--- src/hw/rpm_pkg.sv ---
package rpm_pkg;
  localparam logic [7:0] POWER_CONTROL_ADDR  = 8'h87;
  localparam int         POWER_DOWN_BIT      = 1;
  localparam int         IDLE_BIT            = 0;
  localparam int         GENERAL_FLAG_0_BIT  = 2;
  localparam int         GENERAL_FLAG_1_BIT  = 3;
  localparam int         BAUD_DOUBLER_BIT    = 7;
  localparam logic [7:0] POWER_CONTROL_RESET = 8'h00;
  localparam logic [7:0] POWER_CONTROL_MASK  = 8'h8F;
  localparam int         OSC_PER_MACHINE     = 12;
  localparam int         RESET_MACHINE_CYC   = 2;
  localparam int         RESET_HOLD_OSC      = OSC_PER_MACHINE * RESET_MACHINE_CYC;
  localparam logic [4:0] RESET_HOLD_COUNT    = 5'(RESET_HOLD_OSC);
  typedef enum logic [1:0] {RPM_RUN, RPM_IDLE, RPM_DOWN} rpm_mode_type;
endpackage

--- src/hw/rpm_clock_divider.sv ---
`timescale 1ns/1ps
module rpm_clock_divider
  import rpm_pkg::*;
(
  // clock and reset
  input  wire logic ref_clk,
  input  wire logic rst_n,
  // control
  input  wire logic oscRun,
  // divided phase
  output logic      coreTick
);
  // toggling phase makes the duty cycle of the input irrelevant
  always_ff @(posedge ref_clk) begin
    if (!rst_n) begin
      coreTick <= 1'b0;
    end else if (oscRun) begin
      coreTick <= ~coreTick;
    end
  end
endmodule // rpm_clock_divider

--- src/hw/rpm_reset_power.sv ---
`timescale 1ns/1ps
module rpm_reset_power
  import rpm_pkg::*;
(
  // clock and reset
  input  wire logic       ref_clk,
  input  wire logic       rst_n,
  // external reset pin, asynchronous
  input  wire logic       resetPin,
  // special function register port
  input  wire logic [7:0] sfrAddr,
  input  wire logic       sfrWrite,
  input  wire logic [7:0] sfrWriteData,
  output logic      [7:0] sfrReadData,
  // interrupt from the interrupt unit
  input  wire logic       enabledIrq,
  // normal strobe values from the core
  input  wire logic       addressLatchRun,
  input  wire logic       programStoreStrobeRun,
  // outputs
  output logic            coreReset,
  output logic            cpuHalt,
  output logic            periphRun,
  output logic            oscRun,
  output logic            coreTick,
  output logic            addressLatchStrobe,
  output logic            programStoreStrobe,
  output logic [7:0]      powerControl
);
  import rpm_pkg::*;

  logic         pinMeta;
  logic         pinSync;
  logic [4:0]   holdCount;
  logic         pinReset;
  rpm_mode_type mode;
  logic         pcWrite;
  logic         idleWake;

  // one decode shared by the write path and the read path
  function automatic logic isPowerControl(input logic [7:0] addr);
    return addr == POWER_CONTROL_ADDR;
  endfunction

  assign pcWrite  = sfrWrite && isPowerControl(sfrAddr);
  assign idleWake = (mode == RPM_IDLE) && enabledIrq;

  always_ff @(posedge ref_clk) begin
    if (!rst_n) begin
      pinMeta <= 1'b0;
      pinSync <= 1'b0;
    end else begin
      pinMeta <= resetPin;
      pinSync <= pinMeta;
    end
  end

  // count runs on ref_clk, which keeps running in power-down, so a pin
  // reset can always wake the part; the board still owns start-up time
  always_ff @(posedge ref_clk) begin
    if (!rst_n || !pinSync) begin
      holdCount <= 5'h00;
    end else if (holdCount != RESET_HOLD_COUNT - 5'h01) begin
      holdCount <= holdCount + 5'h01;
    end
  end

  // once qualified, reset stands for as long as the pin stays high
  always_ff @(posedge ref_clk) begin
    if (!rst_n || !pinSync) begin
      pinReset <= 1'b0;
    end else if (holdCount == RESET_HOLD_COUNT - 5'h01) begin
      pinReset <= 1'b1;
    end
  end

  always_ff @(posedge ref_clk) begin
    if (!rst_n || pinReset) begin
      mode <= RPM_RUN;
    end else begin
      case (mode)
        RPM_RUN: begin
          if (pcWrite && sfrWriteData[POWER_DOWN_BIT]) begin
            mode <= RPM_DOWN;
          end else if (pcWrite && sfrWriteData[IDLE_BIT]) begin
            mode <= RPM_IDLE;
          end
        end
        RPM_IDLE: begin
          if (idleWake) begin
            mode <= RPM_RUN;
          end
        end
        RPM_DOWN: mode <= RPM_DOWN;
        default:  mode <= RPM_RUN;
      endcase
    end
  end

  always_ff @(posedge ref_clk) begin
    if (!rst_n || pinReset) begin
      powerControl <= POWER_CONTROL_RESET;
    end else if (pcWrite && mode == RPM_RUN) begin
      powerControl <= sfrWriteData & POWER_CONTROL_MASK;
    end else if (idleWake) begin
      powerControl[IDLE_BIT]       <= 1'b0;
      powerControl[POWER_DOWN_BIT] <= 1'b0;
    end
  end

  always_ff @(posedge ref_clk) begin
    if (!rst_n) begin
      sfrReadData <= 8'h00;
    end else begin
      sfrReadData <= isPowerControl(sfrAddr) ? powerControl : 8'h00;
    end
  end

  always_ff @(posedge ref_clk) begin
    if (!rst_n) begin
      coreReset <= 1'b1;
    end else begin
      coreReset <= pinReset;
    end
  end

  // halt only gates execution; state is held by the core itself
  always_ff @(posedge ref_clk) begin
    if (!rst_n) begin
      cpuHalt   <= 1'b0;
      periphRun <= 1'b1;
      oscRun    <= 1'b1;
    end else begin
      cpuHalt   <= (mode != RPM_RUN);
      periphRun <= (mode != RPM_DOWN);
      oscRun    <= (mode != RPM_DOWN);
    end
  end

  // run values are re-timed too, so every mode shows the same latency
  always_ff @(posedge ref_clk) begin
    if (!rst_n) begin
      addressLatchStrobe <= 1'b1;
      programStoreStrobe <= 1'b1;
    end else begin
      case (mode)
        RPM_IDLE: begin
          addressLatchStrobe <= 1'b1;
          programStoreStrobe <= 1'b1;
        end
        RPM_DOWN: begin
          addressLatchStrobe <= 1'b0;
          programStoreStrobe <= 1'b0;
        end
        default: begin
          addressLatchStrobe <= addressLatchRun;
          programStoreStrobe <= programStoreStrobeRun;
        end
      endcase
    end
  end

  rpm_clock_divider u_divider (
    .ref_clk  (ref_clk),
    .rst_n    (rst_n),
    .oscRun   (oscRun),
    .coreTick (coreTick)
  );
endmodule // rpm_reset_power

--- config.mk ---
export PLATFORM = sky130hd
export DESIGN_NAME = rpm_reset_power
export DESIGN_NICKNAME = d
export VERILOG_FILES = /design/src/hw/rpm_pkg.sv /design/src/hw/rpm_clock_divider.sv /design/src/hw/rpm_reset_power.sv
export SDC_FILE = /design/constraint.sdc
export NUM_CORES = 1
export LEC_CHECK = 0
export BUFFER_PORTS_ARGS = -buffer_cell sky130_fd_sc_hd__buf_4
export CAP_MARGIN = 30
export CORE_ASPECT_RATIO = 0.9
export CORE_MARGIN = 2
export CORE_UTILIZATION = 45
export CTS_BUF_LIST = sky130_fd_sc_hd__clkbuf_4 sky130_fd_sc_hd__clkbuf_8
export DETAILED_ROUTE_END_ITERATION = 10
export GPL_TIMING_DRIVEN = 1
export PLACE_DENSITY = 0.85
export SKIP_CTS_REPAIR_TIMING = 1
export SYNTH_ARGS = -nofsm -noshare
export SYNTH_HDL_FRONTEND = slang
export SYNTH_SLANG_ARGS = --single-unit
--- constraint.sdc ---
create_clock -name ref_clk -period 4.73 [get_ports ref_clk]
set_clock_uncertainty 0.15 [all_clocks]
set_input_delay 0.2365 -clock ref_clk [delete_from_list [all_inputs] [get_ports ref_clk]]
set_output_delay 0.2365 -clock ref_clk [all_outputs]
set_load 0.01 [all_outputs]
==> results.txt <==
* Endpoint of the most critical register-to-register path: powerControl[2]
- CTS root buffer: sky130_fd_sc_hd__clkbuf_4
* Yosys warns: 0
* Area used by sequential logic in the layout: 520 µm²
- TritonCTS created 3 clock buffers.
- Setup repair after global routing left no endpoint under its margin.
- Among all cell types in the netlist, the one instantiated most often is sky130_fd_sc_hd__dfxtp_1.
- Initial antenna violation count: 0
- The biggest area contributor in the post-synthesis netlist is sky130_fd_sc_hd__dfxtp_1.
- The most used flip-flop cell after synthesis is sky130_fd_sc_hd__dfxtp_1.
* Total Routing Usage GR: 0.150
- Starting Density: 0.482
- Data on the critical path arrives at its endpoint at 1.96 ns.
- Counting flops and latches in the post-synthesis netlist gives 26.
- In this run the cell area of the synthesized design comes to 1060 µm².
- First-pass DRT Iterations: 4
- The checks that failed: negative hold slack.
* Met1 layer usage reported by global route: 0.186
- The routed layout has 849 vias.
- The total area inside the core boundary comes to 2200 µm².
- Launch point of the critical path: mode[1]
- Ys async rst share: 0
- In this run the tightest slew margin relative to its limit is 0.612.
- Routed WL: 1860 µm
- Worst Hold Class: input pin to flop
* Via count of the first global-routing pass: 722
* Outcome: finished, violations left
- Along the worst path, the maximum fanout reaches 5.
- In the synthesized netlist, the number of instances is 110.
- Met3 Use GR: 0.0545
* Multi-input gate area in the final layout: 458 µm²
- First-pass GRT wire length: 2950 µm
* Overflow left after global routing: 0
- The critical path in this run is classified as flop to flop.
- Entering global routing, the biggest net connects 15 pins.
- Total of endpoints with negative setup slack in the final report: 0
* Required time of the critical path: 4.79 ns
* Leakage component of the power: 0.000647 µW
- Of the synthesized area, sequential elements account for 0.491.
* Placed wire-length estimate after detailed placement: 1470 µm
- The die covers 2760 µm².
- In the post-synthesis netlist, the biggest area contributors are sky130_fd_sc_hd__dfxtp_1 (49%), sky130_fd_sc_hd__buf_4 (5.0%), sky130_fd_sc_hd__ha_1 (4.7%).
- The hold violation total from the final report came to 1.
* DRC marker count from the first detailed-route iteration: 12
- By count the netlist is led by sky130_fd_sc_hd__dfxtp_1 (26), sky130_fd_sc_hd__nor2_1 (12), sky130_fd_sc_hd__buf_4 (7).
- I/O pin total: 46
- Min Hold Slack: -0.00826 ns
* DIE HEIGHT: 50.1 µm
* Mean post-synth cell area: 9.65 µm²
- Fill cell total of the finished layout: 194
- Static timing analysis puts the maximum clock frequency at 528 MHz.
* Post-route setup TNS: 0 ns
- GR Layer Usage met2: 0.244
- The tool flagged a number of max-cap violations equal to 0.
- Kind of end point of the critical path: flop
* Type of element launching the critical path: flop
- The clock passes through at most 2 buffers.
- Final antenna-violating net count: 0
- For the pin with the worst max-slew slack, the measured transition is 0.577 ns.
- During placement, the flow inserted port buffers numbering 36.
- Shortest clock period the worst path allows after layout: 1.89 ns
* Distinct cells, synth: 28
* Number of enable-type register cells in the synthesized netlist: 0
- CTS H-Tree Depth: 1
- Horiz. Die Dim: 55.2 µm
- Vias per inst: 4.85
- Clock tree from TritonCTS: done
- Endpoint of the worst setup timing path: powerControl[2]
- At the end of routability-driven placement, the weighted congestion stood at 0.700.
- Worst-path clk slew: 0.13 ns
- PD cells: 265 nW/µm²
* Syn-to-layout area delta: 29.2%
* Reg-to-reg slack, setup: 2.84 ns
* Period utilisation layout: 0.400
- Clk_lat worst skew: 0.32 ns
* Row count: 16
* Final Max Tran Viols: 0
- Area share of the largest cell type after synthesis: 0.491
* VDD IR-drop max: 267 µV
- After detailed routing, the number of remaining DRC violations is 0.
- Number of nets in the layout: 176
* Clock Sinks: 26
* Count of inserted antenna diode cells: 0
- Gr busiest metal: met2
- After detailed routing, the average wire length per cell comes to 10.6 µm.
- Fraction of layout cells with a size suffix above 1: 0.284
* Cell count of the worst reg-to-reg path: 6
* Startpoint of the worst register-to-register path: mode[1]
## cell type report
cell class,count,area share
timing repair buffer,39,0.219
tap,27,0.0246
inverter,6,0.0164
multi-input combinational,73,0.334
clock buffer,4,0.0265
sequential,26,0.380
## routing by layer
layer | share of wire | vias to the layer above
li1 | - | 434
met3 | 0.094 | 2
met1 | 0.43 | 367
met4 | 0.0086 | 0
met2 | 0.46 | 46
met5 | 0 | -
## logic make-up after synthesis
group / Yosys count / share of synthesized area
and+or+nand+nor: 41 / 0.206
DFF: 26 / 0.491
buffers and inverters: 16 / 0.0955
AOI/OAI and AO/OA: 14 / 0.0861
adders and majority gates: 4 / 0.0472
xor gates and xnor gates: 4 / 0.0330
muxes: 4 / 0.0377
other: 1 / 0.00353
## how the worst min path moves through the flow
stage | slack, ns | to | cells after the start | startpoint
global placement | 0.26 | pinSync | 1 | pinMeta
global route | 0.0006 | powerControl[7] | 3 | sfrWriteData[7]
detailed placement | 0.27 | pinSync | 1 | pinMeta
floorplan | 0.19 | mode[0] | 1 | sfrWriteData[1]
finish | -0.008 | powerControl[7] | 3 | sfrWriteData[7]
CTS | -0.05 | mode[0] | 2 | sfrWriteData[1]
## flip-flops by register name, summed over array words and instances (netlist names)
signal and flops:
holdCount 5, powerControl 5, sfrReadData 5, mode 2
addressLatchStrobe 1, coreReset 1, cpuHalt 1, oscRun 1
pinMeta 1, pinReset 1, pinSync 1, programStoreStrobe 1
u_divider.coreTick 1
## stage by stage
step	worst slack [ns]	total power (µW)	cell area, µm²	std cells	utilization
3_3_place_gp	2.77	256	1310	168	0.593
6_report	2.84	364	1370	175	0.623
2_1_floorplan	2.91	244	1080	115	-
5_1_grt	2.71	380	1370	175	0.623
4_1_cts	2.83	365	1340	172	0.609
3_5_place_dp	2.74	257	1310	168	0.593
## worst max-delay path, stage by stage (launching register included)
cell,delay [ns]
sky130_fd_sc_hd__dfxtp_1,0.37
sky130_fd_sc_hd__inv_1,0.09
sky130_fd_sc_hd__ha_1,0.24
sky130_fd_sc_hd__inv_1,0.12
sky130_fd_sc_hd__or4_4,0.60
sky130_fd_sc_hd__mux2i_1,0.17
sky130_fd_sc_hd__nor2_1,0.06
## cells in the final DEF, fill, tap and decap left out
cell                             n
sky130_fd_sc_hd__nand2b_1        3
sky130_fd_sc_hd__o21ai_0         3
sky130_fd_sc_hd__buf_4          36
sky130_fd_sc_hd__nand2_1         4
sky130_fd_sc_hd__and2_1          3
sky130_fd_sc_hd__a21o_1          1
sky130_fd_sc_hd__inv_1           6
sky130_fd_sc_hd__and3_1          5
sky130_fd_sc_hd__a21boi_0        1
sky130_fd_sc_hd__nand3_1         6
sky130_fd_sc_hd__a31oi_1         2
sky130_fd_sc_hd__mux2i_1         4
sky130_fd_sc_hd__conb_1          6
sky130_fd_sc_hd__dfxtp_1        26
sky130_fd_sc_hd__xor2_1          4
sky130_fd_sc_hd__clkbuf_8        1
sky130_fd_sc_hd__or4_4           1
sky130_fd_sc_hd__a21oi_1         3
sky130_fd_sc_hd__clkbuf_4        3
sky130_fd_sc_hd__o211ai_1        1
sky130_fd_sc_hd__nor2b_1         1
sky130_fd_sc_hd__nor3_1          4
sky130_fd_sc_hd__dlygate4sd3_1   3
sky130_fd_sc_hd__a311oi_1        2
sky130_fd_sc_hd__nand4b_1        1
sky130_fd_sc_hd__or4b_4          1
sky130_fd_sc_hd__nor2_1         12
sky130_fd_sc_hd__ha_1            4
sky130_fd_sc_hd__o31a_1          1
## where the power goes
| part | internal (µW) | switching, µW | total [µW] | leakage, µW |
|---|---|---|---|---|
| sequential | 222 | 1.33 | 224 | 0.000211 |
| combinational | 18.1 | 12.5 | 30.7 | 0.000415 |
| clock | 47.1 | 62.8 | 110 | 0.0000210 |
Power figures use the tool's default switching activity.
